[config.mk]
export PLATFORM = sky130hd
export DESIGN_NAME = monitor_fault_alert_logic
export DESIGN_NICKNAME = d
export VERILOG_FILES = /design/src/logic/fault_alert_pkg.sv /design/src/logic/monitor_fault_alert_logic.sv /design/src/logic/volt_window_check.sv
export SDC_FILE = /design/constraint.sdc
export NUM_CORES = 1
export LEC_CHECK = 0
export ABC_AREA = 1
export BUFFER_PORTS_ARGS = -buffer_cell sky130_fd_sc_hd__buf_2
export CORE_MARGIN = 1.5
export CORE_UTILIZATION = 38
export CTS_BUF_LIST = sky130_fd_sc_hd__clkbuf_2
export DETAILED_ROUTE_END_ITERATION = 10
export GPL_TIMING_DRIVEN = 0
export HOLD_SLACK_MARGIN = 0.15
export PLACE_DENSITY = 0.56
export SLEW_MARGIN = 10
export SYNTH_ARGS = -nofsm -noshare
export SYNTH_HDL_FRONTEND = slang
export SYNTH_HIERARCHICAL = 1
export SYNTH_SLANG_ARGS = --single-unit
[constraint.sdc]
create_clock -name clk -period 4 [get_ports clk]
set_input_delay 0.2 -clock clk [delete_from_list [all_inputs] [get_ports clk]]
set_output_delay 0.2 -clock clk [all_outputs]
set_load 0.005 [all_outputs]
[src/logic/fault_alert_pkg.sv]
// register map, field positions, reset values and state types of the fault and alert logic
package fault_alert_pkg;

	// ********************************************************************
	// register offsets
	// ********************************************************************
	localparam logic [7:0] ADDR_VLIM_FIRST = 8'h2b; // first of the voltage limit registers
	localparam logic [7:0] ADDR_VLIM_LAST = 8'h32; // last of the voltage limit registers
	localparam logic [7:0] ADDR_TEMP_HIGH = 8'h39;
	localparam logic [7:0] ADDR_TEMP_RELEASE = 8'h3a;
	localparam logic [7:0] ADDR_CONFIG = 8'h40;
	localparam logic [7:0] ADDR_FAULT_FLAGS = 8'h41;
	localparam logic [7:0] ADDR_FAULT_SUPPRESS = 8'h43;
	localparam logic [7:0] ADDR_TEMP_MODE = 8'h4b;

	// ********************************************************************
	// reset values
	// ********************************************************************
	localparam logic [7:0] TEMP_HIGH_RST = 8'h50; // +80 C
	localparam logic [7:0] TEMP_RELEASE_RST = 8'h41; // +65 C
	localparam logic [7:0] VOLT_CEIL_RST = 8'hd3; // 1.1 x nominal code 0xc0
	localparam logic [7:0] VOLT_FLOOR_RST = 8'had; // 0.9 x nominal code 0xc0
	localparam logic [7:0] CONFIG_RST = 8'h08;
	localparam logic [7:0] ZERO_BYTE = 8'h00;

	// ********************************************************************
	// field positions and masks
	// ********************************************************************
	localparam int CFG_RUN_BIT = 0;
	localparam int CFG_ALERT_EN_BIT = 1;
	localparam int CFG_ALERT_CLR_BIT = 3;
	localparam int CFG_SOFT_RST_BIT = 7;
	localparam logic [7:0] CFG_WR_MASK = 8'hbb; // bits 2 and 6 reserved
	localparam logic [7:0] FLAG_MASK = 8'h1f; // five sources in bits 4..0
	localparam logic [7:0] MODE_MASK = 8'h03;
	localparam int TEMP_BIT = 4;
	localparam int NUM_RAILS = 4;
	localparam int NUM_VLIM = 8;
	localparam logic [1:0] MODE_DEFAULT = 2'h0;
	localparam logic [1:0] MODE_ONE_TIME = 2'h1;
	localparam logic [1:0] MODE_COMPARATOR = 2'h2;

	// ********************************************************************
	// state types
	// ********************************************************************
	typedef enum logic [1:0] {
		TS_COOL = 2'h0,
		TS_HOT = 2'h1
	} temp_state_t;

	typedef struct packed {
		logic [NUM_VLIM-1:0][7:0] volt_lim; // even index ceiling, odd index floor
		logic [7:0] temp_high_limit;
		logic [7:0] temp_release_limit;
		logic [7:0] config_reg;
		logic [4:0] fault_flags;
		logic [4:0] fault_suppress;
		logic [1:0] temp_alert_mode_cfg;
		temp_state_t temp_state;
		logic temp_over;
		logic alert_latch;
		logic alert_oe_n;
		logic conv_run;
		logic [7:0] rdata;
	} alert_state_t;

	localparam alert_state_t STATE_RST = '{
		volt_lim: {NUM_RAILS{VOLT_FLOOR_RST, VOLT_CEIL_RST}},
		temp_high_limit: TEMP_HIGH_RST,
		temp_release_limit: TEMP_RELEASE_RST,
		config_reg: CONFIG_RST,
		fault_flags: 5'h00,
		fault_suppress: 5'h00,
		temp_alert_mode_cfg: 2'h0,
		temp_state: TS_COOL,
		temp_over: 1'b0,
		alert_latch: 1'b0,
		alert_oe_n: 1'b1,
		conv_run: 1'b0,
		rdata: ZERO_BYTE
	};

endpackage : fault_alert_pkg

[src/logic/monitor_fault_alert_logic.sv]
// fault flags, masking, temperature alert modes and open-drain alert of the monitor
`timescale 1ns/10ps

// Contract
// - flags 0..3 rails, flag 4 temperature
// - voltage outside floor or ceiling flags, alerts
// - reset loads high 0x50, release 0x41
// - reset loads rail limits 1.1, 0.9 nominal
// - mode field 00/11 default, 01 one-time, 10 comparator
// - default/one-time: status read clears flags, alert
// - comparator: temperature alert follows condition only
// - comparator read keeps temperature flag while hot
// - read after fault removed clears everything
// - persisting fault reasserts at next conversion
// - suppress bit blocks flag and alert
// - enable bit zero holds alert inactive
// - alert never stops the conversion sequence
// - alert only pulls low, else released
// - default: recur until below release limit
// - one-time: next alert on falling below release
// - comparator: alert low while above high limit
// - alert-clear bit drops alert, keeps flags
module monitor_fault_alert_logic
	import fault_alert_pkg::*;
(
	input wire logic clk,
	input wire logic rst_n,
	input wire logic ce,
	input wire logic [7:0] reg_addr,
	input wire logic reg_wr,
	input wire logic [7:0] reg_wdata,
	input wire logic reg_rd,
	output logic [7:0] reg_rdata,
	input wire logic volt_valid,
	input wire logic [1:0] volt_ch,
	input wire logic [7:0] volt_code,
	input wire logic temp_valid,
	input wire logic signed [7:0] temp_code,
	output logic conv_run,
	output logic alert_out,
	output logic alert_oe_n
);

	// ********************************************************************
	// state and window comparators
	// ********************************************************************
	alert_state_t s_r;
	alert_state_t s_nxt;
	logic [NUM_RAILS-1:0] rail_oor;
	logic alert_out_r;

	genvar gi;
	generate
		for (gi = 0; gi < NUM_RAILS; gi++)
		begin : g_rail
			// per rail limit check
			volt_window_check u_check
			(
				.code(volt_code),
				.volt_floor(s_r.volt_lim[2*gi+1]),
				.volt_ceiling(s_r.volt_lim[2*gi]),
				.out_of_range(rail_oor[gi])
			);
		end
	endgenerate

	// ********************************************************************
	// next-state logic
	// ********************************************************************
	logic rd_status;
	logic is_cmp;
	logic t_over;
	logic t_under;
	logic t_event;
	logic [2:0] lim_idx;
	logic [7:0] lim_off;
	logic latch_term;

	// register access, flag updates, alert decision
	always_comb
	begin
		s_nxt = s_r;
		rd_status = reg_rd && (reg_addr == ADDR_FAULT_FLAGS);
		is_cmp = (s_r.temp_alert_mode_cfg == MODE_COMPARATOR);
		t_over = temp_code > $signed(s_r.temp_high_limit);
		t_under = temp_code < $signed(s_r.temp_release_limit);
		t_event = 1'b0;
		lim_off = reg_addr - ADDR_VLIM_FIRST;
		lim_idx = lim_off[2:0];
		latch_term = 1'b0;

		// read data mux, unmapped reads zero
		if (reg_rd)
		begin
			if (reg_addr >= ADDR_VLIM_FIRST && reg_addr <= ADDR_VLIM_LAST)
				s_nxt.rdata = s_r.volt_lim[lim_idx];
			else
				case (reg_addr)
					ADDR_TEMP_HIGH: s_nxt.rdata = s_r.temp_high_limit;
					ADDR_TEMP_RELEASE: s_nxt.rdata = s_r.temp_release_limit;
					ADDR_CONFIG: s_nxt.rdata = s_r.config_reg;
					ADDR_FAULT_FLAGS: s_nxt.rdata = {3'h0, s_r.fault_flags};
					ADDR_FAULT_SUPPRESS: s_nxt.rdata = {3'h0, s_r.fault_suppress};
					ADDR_TEMP_MODE: s_nxt.rdata = {6'h00, s_r.temp_alert_mode_cfg};
					default: s_nxt.rdata = ZERO_BYTE;
				endcase
		end

		// register writes
		if (reg_wr)
		begin
			if (reg_addr >= ADDR_VLIM_FIRST && reg_addr <= ADDR_VLIM_LAST)
				s_nxt.volt_lim[lim_idx] = reg_wdata;
			else
				case (reg_addr)
					ADDR_TEMP_HIGH: s_nxt.temp_high_limit = reg_wdata;
					ADDR_TEMP_RELEASE: s_nxt.temp_release_limit = reg_wdata;
					ADDR_CONFIG:
					begin
						s_nxt.config_reg = reg_wdata & CFG_WR_MASK;
						if (reg_wdata[CFG_ALERT_CLR_BIT])
							s_nxt.alert_latch = 1'b0;
					end
					ADDR_FAULT_SUPPRESS: s_nxt.fault_suppress = reg_wdata[4:0];
					ADDR_TEMP_MODE: s_nxt.temp_alert_mode_cfg = reg_wdata[1:0] & MODE_MASK[1:0];
					default: s_nxt.rdata = s_nxt.rdata;
				endcase
		end

		// status read clears, before new events so a set wins
		if (rd_status)
		begin
			s_nxt.alert_latch = 1'b0;
			s_nxt.fault_flags[3:0] = 4'h0;
			if (!is_cmp || !s_r.temp_over)
				s_nxt.fault_flags[TEMP_BIT] = 1'b0;
		end

		// voltage result against its window
		if (volt_valid && rail_oor[volt_ch] && !s_r.fault_suppress[volt_ch])
		begin
			s_nxt.fault_flags[volt_ch] = 1'b1;
			s_nxt.alert_latch = 1'b1;
		end

		// temperature result per mode
		if (temp_valid)
		begin
			s_nxt.temp_over = t_over;
			case (s_r.temp_alert_mode_cfg)
				MODE_ONE_TIME:
				begin
					// one event per crossing
					if (s_r.temp_state == TS_COOL && t_over)
					begin
						t_event = 1'b1;
						s_nxt.temp_state = TS_HOT;
					end
					else if (s_r.temp_state == TS_HOT && t_under)
					begin
						t_event = 1'b1;
						s_nxt.temp_state = TS_COOL;
					end
				end
				MODE_COMPARATOR:
				begin
					s_nxt.temp_state = t_over ? TS_HOT : TS_COOL;
					if (t_over && !s_r.fault_suppress[TEMP_BIT])
						s_nxt.fault_flags[TEMP_BIT] = 1'b1;
				end
				default:
				begin
					// recurs while at or above release limit after a hot crossing
					if (t_over)
					begin
						t_event = 1'b1;
						s_nxt.temp_state = TS_HOT;
					end
					else if (s_r.temp_state == TS_HOT && !t_under)
						t_event = 1'b1;
					else
						s_nxt.temp_state = TS_COOL;
				end
			endcase
			if (t_event && !s_r.fault_suppress[TEMP_BIT])
			begin
				s_nxt.fault_flags[TEMP_BIT] = 1'b1;
				s_nxt.alert_latch = 1'b1;
			end
		end

		// soft reset bit restores defaults
		if (reg_wr && reg_addr == ADDR_CONFIG && reg_wdata[CFG_SOFT_RST_BIT])
			s_nxt = STATE_RST;

		// alert from unmasked latched flags or the comparator condition
		latch_term = s_nxt.alert_latch && ((|(s_nxt.fault_flags[3:0] & ~s_nxt.fault_suppress[3:0]))
			|| (!is_cmp && s_nxt.fault_flags[TEMP_BIT] && !s_nxt.fault_suppress[TEMP_BIT]));
		s_nxt.alert_oe_n = !(s_nxt.config_reg[CFG_ALERT_EN_BIT]
			&& !s_nxt.config_reg[CFG_ALERT_CLR_BIT]
			&& (latch_term
			|| (s_nxt.temp_alert_mode_cfg == MODE_COMPARATOR && s_nxt.temp_over
			&& !s_nxt.fault_suppress[TEMP_BIT])));
		// run request from the run bit, held off while the alert-clear bit is set
		s_nxt.conv_run = s_nxt.config_reg[CFG_RUN_BIT] && !s_nxt.config_reg[CFG_ALERT_CLR_BIT];
	end

	// ********************************************************************
	// state register
	// ********************************************************************
	// synchronous reset, frozen while ce low
	always_ff @(posedge clk)
	begin
		if (!rst_n)
		begin
			s_r <= STATE_RST;
			alert_out_r <= 1'b0;
		end
		else if (ce)
		begin
			s_r <= s_nxt;
			alert_out_r <= 1'b0;
		end
	end

	// outputs straight from flops
	assign reg_rdata = s_r.rdata;
	assign conv_run = s_r.conv_run;
	assign alert_out = alert_out_r;
	assign alert_oe_n = s_r.alert_oe_n;

	// ********************************************************************
	// assertions
	// ********************************************************************
	property p_flag_set;
		@(posedge clk) disable iff (!rst_n)
		(ce && volt_valid && rail_oor[volt_ch] && !s_r.fault_suppress[volt_ch]
			&& !(reg_wr && reg_addr == ADDR_CONFIG)) |=> s_r.fault_flags[$past(volt_ch)];
	endproperty
	a_flag_set: assert property (p_flag_set) else $error("rail fault not flagged");

	property p_reset_limits;
		@(posedge clk) !rst_n |=> (s_r.temp_high_limit == TEMP_HIGH_RST)
			&& (s_r.temp_release_limit == TEMP_RELEASE_RST) && (s_r.volt_lim[0] == VOLT_CEIL_RST)
			&& (s_r.volt_lim[1] == VOLT_FLOOR_RST) && alert_oe_n;
	endproperty
	a_reset_limits: assert property (p_reset_limits) else $error("wrong reset limits");

	property p_read_clear;
		@(posedge clk) disable iff (!rst_n)
		(ce && rd_status && !is_cmp && !volt_valid && !temp_valid && !reg_wr)
			|=> (s_r.fault_flags == 5'h00) && alert_oe_n;
	endproperty
	a_read_clear: assert property (p_read_clear) else $error("status read did not clear");

	property p_cmp_keep;
		@(posedge clk) disable iff (!rst_n)
		(ce && rd_status && is_cmp && s_r.temp_over && s_r.fault_flags[TEMP_BIT]
			&& !volt_valid && !temp_valid && !reg_wr)
			|=> (s_r.fault_flags == 5'h10);
	endproperty
	a_cmp_keep: assert property (p_cmp_keep) else $error("comparator read lost temp flag");

	property p_mask_blocks;
		@(posedge clk) disable iff (!rst_n)
		ce |=> ((s_r.fault_flags & ~$past(s_r.fault_flags) & $past(s_r.fault_suppress)) == 5'h00);
	endproperty
	a_mask_blocks: assert property (p_mask_blocks) else $error("masked flag was set");

	property p_enable_off;
		@(posedge clk) disable iff (!rst_n)
		!s_r.config_reg[CFG_ALERT_EN_BIT] |-> alert_oe_n;
	endproperty
	a_enable_off: assert property (p_enable_off) else $error("alert driven while disabled");

	property p_pull_low_only;
		@(posedge clk) disable iff (!rst_n)
		1'b1 |=> !alert_out;
	endproperty
	a_pull_low_only: assert property (p_pull_low_only) else $error("alert driven high");

	property p_cmp_hold;
		@(posedge clk) disable iff (!rst_n)
		(is_cmp && s_r.temp_over && !s_r.fault_suppress[TEMP_BIT] && s_r.config_reg[CFG_ALERT_EN_BIT]
			&& !s_r.config_reg[CFG_ALERT_CLR_BIT] && ce && !reg_wr && !temp_valid) |=> !alert_oe_n;
	endproperty
	a_cmp_hold: assert property (p_cmp_hold) else $error("comparator alert released while hot");

	property p_alert_cause;
		@(posedge clk) disable iff (!rst_n)
		!alert_oe_n |-> ((|(s_r.fault_flags & ~s_r.fault_suppress)) || (is_cmp && s_r.temp_over));
	endproperty
	a_alert_cause: assert property (p_alert_cause) else $error("alert without cause");

	property p_clear_bit;
		@(posedge clk) disable iff (!rst_n)
		s_r.config_reg[CFG_ALERT_CLR_BIT] |-> alert_oe_n;
	endproperty
	a_clear_bit: assert property (p_clear_bit) else $error("alert active with clear bit");

	c_alert: cover property (@(posedge clk) disable iff (!rst_n) $fell(alert_oe_n));
	c_cmp_read: cover property (@(posedge clk) disable iff (!rst_n) rd_status && is_cmp && s_r.temp_over);
	c_one_time_fall: cover property (@(posedge clk) disable iff (!rst_n)
		temp_valid && s_r.temp_alert_mode_cfg == MODE_ONE_TIME && s_r.temp_state == TS_HOT && t_under);

endmodule : monitor_fault_alert_logic

[src/logic/volt_window_check.sv]
// window comparator of one voltage result against its floor and ceiling
`timescale 1ns/10ps

module volt_window_check
(
	input wire logic [7:0] code,
	input wire logic [7:0] volt_floor,
	input wire logic [7:0] volt_ceiling,
	output logic out_of_range
);

	// below floor or above ceiling
	assign out_of_range = (code < volt_floor) || (code > volt_ceiling);

endmodule : volt_window_check

==> impl_metrics.yaml, run 1 <==
setup_path:
  rr_startpoint: "s_r[89]$_SDFFE_PN1P_"
  cp-start-kind: "flip-flop"
  arrival_ps: 3770
  rr_endpoint: "alert_oe_n$_SDFFE_PN1P_"
  cp_max_fo: 5
  ff2ff_path_depth: 22
  critical_path_class: "flip-flop to flip-flop"
  crit_path_end_kind: "flip-flop"
  rrSetupSlack_ps: 830
  crit_required_ps: 4600
synth:
  syn_area_per_cell_sq_um: 6.670
  synth_top_family_by_area: "simple AND/OR/NAND/NOR gates"
  ys_top_cells_by_area: "dfxtp_1 (28%), nand2_1 (13%), ha_1 (13%)"
  synth_nets: 1298
  synth_cells: 1176
  async_flop_share_pct: 0
  synthMuxAreaShare_pct: 0
  synth_seq_cells: 111
  netlist.area_leader.share_pct: 28.33
  synth_compound_area_share_pct: 21.58
  synth_cell_type_count: 45
  syn-cell-area_sq_um: 7844
  synth_edf_count: 0
  synth_largest_area_cell: "dfxtp_1"
  seq_area_frac_synth_pct: 28.33
  yosys_warnings: 6
  synth_ff_type: "dfxtp_1"
  yosys.area_share.simple_pct: 24.58
  synth-xor-area-share_pct: 0
  synth-adder-area-share_pct: 12.92
routing:
  detail_route.wl_per_cell_um: 18.31
  drt_iter0_drc: 871
  vias: 8262
  avgViaCountPerCell: 5.372
  ant_nets: 0
  remaining_drc_errors: 0
  totalWireLength_mm: 28.15
  first_pass_iters: 5
placement:
  dpl.cell_count: 1494
  gp_congestion: 0.9531
  dp_slack_ps: 1278
  dp_hpwl_mm: 21.77
  port_buffers: 48
final_layout:
  final-instance-count-excl-fill: 1538
  num-nets-final: 1385
  layout-drive-gt1-share_pct: 10.02
  most-common-layout-cells: "nand2_1 (279), inv_1 (180), dfxtp_1 (111), a21oi_1 (105), o21ai_0 (87)"
  fillers: 2207
  final_common_cell: "nand2_1"
  final_util_pct: 43.51
  syn2layout_area_growth_pct: 12.25
timing:
  skew_ps: 32.86
  fin_ws_ps: 834.6
  hold_ws_ps: 246.9
  period_needed_ps: 3165
  maxSlewHeadroom_pct: 47.45
  fmax_mhz: 315.9
  report.final.slew_viol_count: 0
  rsz0062_at_grt: "no"
  finalSetupViolations: 0
  post-route-period-util_pct: 79.14
  worst_pin_slew_ps: 788.3
  tns_ps: 0
  hold_viol: 0
worst_hold_path:
  hold_path_class: "input port to flip-flop"
  hold_path_end: "s_r[14]$_SDFFE_PN0P_"
  worstHoldStart: "reg_addr[7]"
  holdPathStages: 7
die:
  io_pins: 52
  fp.coreArea_sq_um: 20230
  initial_core_util_pct: 38.76
  die_area_sq_um: 21510
  dieHeight_um: 146.7
  num_rows: 52
  die_w_um: 146.7
pwr:
  p_per_area_nw_per_um2: 238.4
  power.leakage_nw: 4.436
  vdd_ir_drop_max_mv: 0.1403
clock_network:
  path_clk_slew_ps: 290
  hold_buffers: 28
  cts-buffers-inserted: 9
  cts_setup_buffers: 0
  clockRootBuffer: "clkbuf_2"
  worstSkewPairLatency_ps: 660
  cts_tree: "yes"
  clockBufferDepth: 2
  htree_num_levels: 3
  cts_resized: 0
  cts_sinks: 111
global_routing:
  grt_pass1_wl_mm: 42.86
  grt_usage_pct: 26.12
  antenna_found_initial: 1
  grt_start_max_net_pins: 17
  globalRouteOverflowTotal: 0
  grt_pass1_vias: 7444
run_status:
  status: "complete, no violations"
flow_run:
  cap_violations: 0
## cells in the mapped netlist (2+ instances only)
master / number
a21o_1: 5
a21oi_1: 105
a221oi_1: 4
a31oi_1: 2
buf_2: 13
buf_4: 13
clkbuf_1: 19
clkinv_1: 2
dfxtp_1: 111
ha_1: 81
inv_1: 180
inv_2: 12
nand2_1: 279
nand2_2: 3
nand3_1: 46
nand4_1: 27
nor2_1: 66
nor2_2: 9
nor2_4: 4
nor3_1: 6
nor3_2: 4
o2111ai_1: 5
o211a_1: 2
o211ai_1: 24
o21a_1: 2
o21ai_0: 87
o21ai_1: 7
o21ai_2: 2
o221ai_1: 5
o22ai_1: 36
## power by group
group	switching (mW)	internal [mW]	total (mW)
Combinational	0.285	0.145	0.431
Sequential	0.0142	1.13	1.14
Clock	0.386	0.139	0.525
## worst max-delay path by stage
stage	startpoint	to	slack, ps	depth (start not counted)
after floorplan	s_r[95]$_SDFFE_PN1P_	alert_oe_n$_SDFFE_PN1P_	1970	20
after global placement	reg_addr[0]	reg_rdata[3]$_SDFFE_PN0P_	1260	12
after detailed placement	reg_addr[0]	reg_rdata[3]$_SDFFE_PN0P_	1280	12
after CTS	s_r[89]$_SDFFE_PN1P_	alert_oe_n$_SDFFE_PN1P_	880	22
after global routing	s_r[99]$_SDFFE_PN1P_	alert_oe_n$_SDFFE_PN1P_	550	24
final	s_r[89]$_SDFFE_PN1P_	alert_oe_n$_SDFFE_PN1P_	830	22
## through the flow
step,total power [mW],area (sq um)
finish,2.099,8805
CTS,2.103,8802
floorplan,1.411,7844
global route,2.199,8805
global placement,1.564,8422
detailed placement,1.567,8422
## sequential cells by signal, summed over array words and instances (netlist names)
signal	count
alert_oe_n	1
conv_run	1
reg_rdata	8
s_r	101
## logic make-up (layout without fill, tap and decap cells)
kind of cell             count (synthesis)  in the layout
AND/OR/NAND/NOR                        448            448
AO/OA/AOI/OAI                          293            293
buffers and inverters                  242            333
flip-flops                             111            111
adder cells (fa/ha/maj)                 81             81
other                                    1              2
## metal layers
metal  vias up  GRT usage (%)  share of wire [%]
li1       4083              -                  -
met1      3780          36.12                 46
met2       340          42.17                 45
met3        59          2.938                6.5
met4         0          8.737                2.7
met5         -              0                  0
## worst max-delay path: stages (launching register included)
cell	delay, ps
dfxtp_1	480
inv_1	60
ha_1	290
nand2_1	80
nor2_2	140
nand2_1	60
nand2_1	50
nand2_1	60
nand2_1	190
nand3_1	120
nand4_1	120
nand2_1	130
o21ai_0	160
dlygate4sd3_1	560
nand2_1	70
o21ai_1	150
nor2_1	70
nand2_1	60
nand2_1	50
nand2_1	60
nand2_1	50
nand2_1	60
nand2_1	40
## cell type report
class / count / area (sq um) / area share, %
plain buffers: 47 / 249.0 / 2.828
flip-flops and latches: 111 / 2222 / 25.24
repair buffers: 76 / 520.5 / 5.912
well taps: 270 / 337.8 / 3.837
diodes: 1 / 2.502 / 0.02842
clock inverters: 5 / 50.05 / 0.5684
multi-input cells: 823 / 4638 / 52.68
clock buffers: 10 / 50.05 / 0.5684
inverters: 195 / 734.5 / 8.342
Note: power is estimated with default switching activity, not from simulation.
==> inputs of run 2 (changes only) <==
ABC_AREA = 0   (was 1)
PLACE_DENSITY = 0.58   (was 0.56)
clock period = 2.6 ns   (was 4 ns; I/O delays follow)
==> impl_metrics.yaml, run 2 <==
run_status:
  status: "complete, but fails checks"
  violations: "negative setup slack"
timing:
  period_needed_ps: 2638
  fin_ws_ps: -38.01
  fmax_mhz: 379.1
  worst_pin_slew_ps: 812.0
  rsz0062_at_grt: "yes"
  report.final.slew_viol_count: 0
  tns_ps: -92.05
  skew_ps: 30.99
  hold_viol: 0
  finalSetupViolations: 3
  post-route-period-util_pct: 101.5
  maxSlewHeadroom_pct: 45.48
setup_path:
  crit_top_cell: "a21oi_1"
  crit_required_ps: 3230
  crit_family: "compound AO/OA/AOI/OAI gates"
  cp-start-kind: "flip-flop"
  crit_path_end_kind: "flip-flop"
  critical_path_class: "flip-flop to flip-flop"
  arrival_ps: 3270
  crit_chain: "inv_1 -> ha_1 -> nand4_1 -> nor2_2 -> a21oi_1 -> a211o_1 -> or3b_4 -> a21oi_4 -> a22oi_2 -> o22ai_2 -> a221oi_2 -> o211ai_1 -> a21oi_1"
  critPathBufInv: 1
  cp_max_fo: 3
  max_stage_delay_ps: 440
  slowest_stage: "dfxtp_4"
synth:
  yosys_warnings: 6
  synth_ff_type: "dfxtp_1"
  netlist.area_leader.share_pct: 29.22
  synth_cell_type_count: 67
  syn_area_per_cell_sq_um: 7.515
  syn-cell-area_sq_um: 7605
  synthTopCellsByCount: "dfxtp_1 (111), nor2_1 (105), nand2_1 (101), a21oi_1 (96), inv_1 (93)"
  synth_edf_count: 0
  ys_top_cells_by_area: "dfxtp_1 (29%), ha_1 (13%), a21oi_1 (6.3%)"
  synth_seq_cells: 111
  synth_nets: 1134
  synth_cells: 1012
  synth_largest_area_cell: "dfxtp_1"
  yosysMostFrequentCell: "dfxtp_1"
  seq_area_frac_synth_pct: 29.22
  async_flop_share_pct: 0
pwr:
  p_per_area_nw_per_um2: 352.7
  power.leakage_nw: 3.778
  p_total_mw: 3.134
  vdd_ir_drop_max_mv: 0.1611
clock_network:
  htree_num_levels: 3
  worstSkewPairLatency_ps: 660
  cts_sinks: 111
  cts_tree: "yes"
  clockBufferDepth: 2
  clockRootBuffer: "clkbuf_2"
  cts-buffers-inserted: 9
  path_clk_slew_ps: 320
placement:
  dp_slack_ps: -618.6
  gp_congestion: 0.9829
  dp_hpwl_mm: 21.92
  port_buffers: 47
routing:
  remaining_drc_errors: 0
  detail_route.wl_per_cell_um: 20.92
  vias: 8014
  first_pass_iters: 5
  ant_nets: 0
  avgViaCountPerCell: 5.795
  totalWireLength_mm: 28.94
  drt_iter0_drc: 731
final_layout:
  final_common_cell: "nor2_1"
  most-common-layout-cells: "nor2_1 (103), nand2_1 (101), a21oi_1 (93), inv_1 (91), ha_1 (77)"
  fillers: 2065
  syn2layout_area_growth_pct: 16.85
  num-nets-final: 1234
  largest_reg_flops: 101
  top_register: "s_r"
  layout-drive-gt1-share_pct: 16.20
global_routing:
  met1_usage_pct: 37.33
  grt_start_max_net_pins: 20
  grtUsageMet2_pct: 45.56
  busiest_layer: "met2"
  antenna_found_initial: 1
  grt_usage_pct: 28.26
  met3_usage_pct: 5.861
  grt_pass1_wl_mm: 43.56
  grt_pass1_vias: 7491
  globalRouteOverflowTotal: 0
die:
  dieHeight_um: 144.5
  initial_core_util_pct: 38.95
  die_w_um: 144.5
  die_area_sq_um: 20870
  io_pins: 52
  fp.coreArea_sq_um: 19530
  num_rows: 51
flow_run:
  cap_violations: 0
worst_hold_path:
  hold_path_class: "input port to flip-flop"
## run 2: cell types whose count changed in the layout (fill, tap and decap cells not counted), sizes merged, moves of 26 or more
cell   change
nor3      +31
inv       -96
nor2      +26
o21ai     -48
nand2    -180
## run 2: worst paths after layout
path / cells past startpoint / slack (ps) / start / endpoint
max: 13 / -40 / s_r[72]$_SDFFE_PN1P_ / alert_oe_n$_SDFFE_PN1P_
min: 6 / 180 / reg_addr[5] / alert_oe_n$_SDFFE_PN1P_
max reg2reg: 13 / -40 / s_r[72]$_SDFFE_PN1P_ / alert_oe_n$_SDFFE_PN1P_
min reg2reg: 1 / 500 / s_r[33]$_SDFFE_PN0P_ / s_r[33]$_SDFFE_PN0P_
## run 2: cell type report
cell class	count	area (sq um)	share of cell area [%]
repair buffers	89	613.1	6.899
multi-input cells	745	4883	54.96
diodes	1	2.502	0.02816
well taps	265	331.6	3.731
clock inverters	7	56.30	0.6336
clock buffers	9	45.04	0.5069
flip-flops and latches	111	2305	25.94
inverters	94	352.8	3.971
plain buffers	62	296.5	3.337
## run 2: cell families after synthesis
kind of cell	synth area share, %
AND/OR/NAND/NOR	22.75
AO/OA/AOI/OAI	24.07
buffers and inverters	8.506
flip-flops	29.22
adder cells (fa/ha/maj)	13.33
multiplexers	1.843
XOR/XNOR	0.2304
other	0.04931
## run 2: per-stage QoR
step / instance area [sq um] / utilization (%) / cells / hold slack, ps
2_1_floorplan: 7605 / - / 1012 / 278.3
3_3_place_gp: 8172 / 41.85 / 1324 / 431.7
3_5_place_dp: 8172 / 41.85 / 1324 / 441.9
4_1_cts: 8790 / 45.01 / 1379 / 153.5
5_1_grt: 8886 / 45.51 / 1383 / 187.3
6_report: 8886 / 45.51 / 1383 / 182.0
## run 2: power by group
group | leakage [nW] | switching [mW] | internal [mW] | total [mW]
sequential | 0.903 | 0.0118 | 1.71 | 1.72
combinational | 2.81 | 0.387 | 0.216 | 0.603
clock | 0.0638 | 0.664 | 0.143 | 0.807
total | 3.78 | 1.06 | 2.07 | 3.13
## run 2: timing repair
item,in CTS,in global routing
gates resized for setup,65,21
setup buffers,14,3
hold buffers,25,0
endpoints found under the hold margin,68,0
setup endpoints to repair,5,14
pin swaps,13,8
## run 2: tightest hold or removal path, cell delays in order
cell and delay [ps]:
buf_2 160, nor4_4 120, nor3_2 210, a221oi_2 60
o211ai_1 80, a21oi_1 70
## run 2: metal layers
| metal | part of all wire, % | routed length [um] |
|---|---|---|
| met5 | 0 | 0 |
| met4 | 3.2 | 918 |
| met3 | 8.7 | 2510 |
| met2 | 45 | 12970 |
| met1 | 43 | 12540 |
==> inputs of run 3 (changes only) <==
CORE_ASPECT_RATIO = 0.7   (was default)
==> impl_metrics.yaml, run 3 (synthesized netlist as in run 2, its figures left out) <==
clock_network:
  path_clk_slew_ps: 350
  clockBufferDepth: 2
  cts-buffers-inserted: 9
  cts_sinks: 111
  clockRootBuffer: "clkbuf_2"
  htree_num_levels: 3
  worstSkewPairLatency_ps: 700
  cts_tree: "yes"
timing:
  hold_ws_ps: 201.5
  period_needed_ps: 2676
  hold_viol: 0
  fmax_mhz: 373.6
  maxSlewHeadroom_pct: 42.65
  rsz0062_at_grt: "yes"
  skew_ps: 50.85
  post-route-period-util_pct: 102.9
  worst_pin_slew_ps: 853.7
  report.final.slew_viol_count: 0
  finalSetupViolations: 2
  fin_ws_ps: -76.41
  tns_ps: -127.6
setup_path:
  crit_top_cell: "a21oi_1"
  cp-endpoint: "alert_oe_n$_SDFFE_PN1P_"
  crit_path_end_kind: "flip-flop"
  rr_startpoint: "s_r[73]$_SDFFE_PN1P_"
  rrSetupSlack_ps: -80
  rr_endpoint: "alert_oe_n$_SDFFE_PN1P_"
  max_stage_delay_ps: 460
  cp_max_fo: 4
  cp-start-kind: "flip-flop"
  crit_chain: "inv_4 -> ha_4 -> nand4_1 -> nor2_2 -> a21oi_1 -> a211o_2 -> or3b_4 -> a21oi_4 -> a22oi_1 -> o22ai_1 -> a221oi_2 -> o211ai_1 -> a21oi_1"
  crit_required_ps: 3270
  slowest_stage: "dfxtp_4"
  ff2ff_path_depth: 13
  arrival_ps: 3350
  critical_path_class: "flip-flop to flip-flop"
  crit_start: "s_r[73]$_SDFFE_PN1P_"
die:
  die_w_um: 172.1
  initial_core_util_pct: 38.62
  fp.coreArea_sq_um: 19690
  dieHeight_um: 121.4
  num_rows: 43
  io_pins: 52
  die_area_sq_um: 20880
final_layout:
  syn2layout_area_growth_pct: 17.77
  fillers: 2067
  top_register: "s_r"
  largest_reg_flops: 101
  final_common_cell: "nor2_1"
  num-nets-final: 1235
  layout-drive-gt1-share_pct: 15.65
  most-common-layout-cells: "nor2_1 (103), nand2_1 (101), a21oi_1 (92), inv_1 (88), dfxtp_1 (83)"
pwr:
  power_frac_comb_pct: 19.0
  power_frac_seq_pct: 51.3
  vdd_ir_drop_max_mv: 0.2096
  p_per_area_nw_per_um2: 376.4
  power.leakage_nw: 3.798
  pwr-share-clk_pct: 29.7
  swShare_pct: 32.53
  p_int_mw: 2.275
  switchingPower_mw: 1.097
run_status:
  status: "complete, but fails checks"
  violations: "negative setup slack"
routing:
  drt_iter0_drc: 1014
  vias: 8133
  first_pass_iters: 7
  detail_route.wl_per_cell_um: 22.09
  avgViaCountPerCell: 5.855
  ant_nets: 0
  remaining_drc_errors: 0
  totalWireLength_mm: 30.69
worst_hold_path:
  hold_path_class: "input port to flip-flop"
  worstHoldStart: "reg_addr[7]"
flow_run:
  cap_violations: 0
placement:
  dp_hpwl_mm: 23.43
  port_buffers: 47
  gp_congestion: 1.054
global_routing:
  grt_usage_pct: 30.10
  grt_start_max_net_pins: 20
  grt_pass1_wl_mm: 45.69
  globalRouteOverflowTotal: 0
  antenna_found_initial: 0
  grt_pass1_vias: 7355
run 3: cell count changes in the layout (fill, tap and decap cells not counted), moves of 3 or more:
| cell | change |
|---|---|
| dfxtp_4 | -5 |
| dfxtp_2 | -7 |
| dfxtp_1 | +12 |
| inv_1 | -3 |
run 3: how the worst min path moves through the flow:
stage                                       to  cells after the start
final                     s_r[53]$_SDFFE_PN0P_                      6
after global routing      s_r[53]$_SDFFE_PN0P_                      6
after detailed placement  s_r[19]$_SDFFE_PN0P_                      3
after CTS                 s_r[52]$_SDFFE_PN0P_                      6
after global placement    s_r[19]$_SDFFE_PN0P_                      3
after floorplan           s_r[14]$_SDFFE_PN0P_                      2
run 3: per-layer routing:
| layer | global-route usage (%) | part of all wire (%) |
|---|---|---|
| met1 | 45.97 | 48 |
| met2 | 39.72 | 38 |
| met3 | 8.806 | 11 |
| met4 | 8.424 | 2.3 |
| met5 | 0 | 0 |
run 3: per-stage QoR:
| stage | cell area [sq um] | power, mW | util [%] | instances | worst slack [ps] |
|---|---|---|---|---|---|
| after global placement | 8178 | 2.322 | 41.53 | 1329 | -815.6 |
| after global routing | 8954 | 3.493 | 45.47 | 1388 | -282.8 |
| final | 8956 | 3.371 | 45.48 | 1389 | -76.41 |
| after detailed placement | 8178 | 2.326 | 41.53 | 1329 | -721.2 |
| after CTS | 8869 | 3.355 | 45.04 | 1387 | -82.81 |
| after floorplan | 7605 | 2.092 | - | 1012 | 199.7 |
run 3: power groups by stage:
stage | logic [mW] | registers (mW) | clock network (mW)
global placement | 0.557 | 1.77 | 0
finish | 0.639 | 1.73 | 1.00
floorplan | 0.332 | 1.76 | 0
CTS | 0.613 | 1.73 | 1.01
global route | 0.691 | 1.73 | 1.07
detailed placement | 0.561 | 1.77 | 0
run 3: worst max-delay path: cells and delay by family, from the launching register on:
kind / cells / cell delay [ps]
compound gates: 8 / 1340
simple gates: 3 / 570
flops: 1 / 460
fa+ha+maj: 1 / 250
buf+inv: 1 / 40
run 3: area by class of cell:
type                       instances  area (sq um)  share of cell area (%)
antenna                            1         2.502                 0.02794
buffer                            62         296.5                   3.311
clock buffer                       9         45.04                  0.5029
clock inverter                     7         102.6                   1.146
inverter                          94         355.3                   3.968
multi-input combinational        745          4910                   54.82
sequential                       111          2277                   25.43
tap                              270         337.8                   3.772
timing repair buffer              90         629.4                   7.027
run 3: timing repair:
item,CTS,global route
pin swaps,18,10
hold endpoints to repair,74,0
setup endpoints to repair,7,21
hold buffers,27,0
gates resized for setup,52,26
setup buffers,15,1
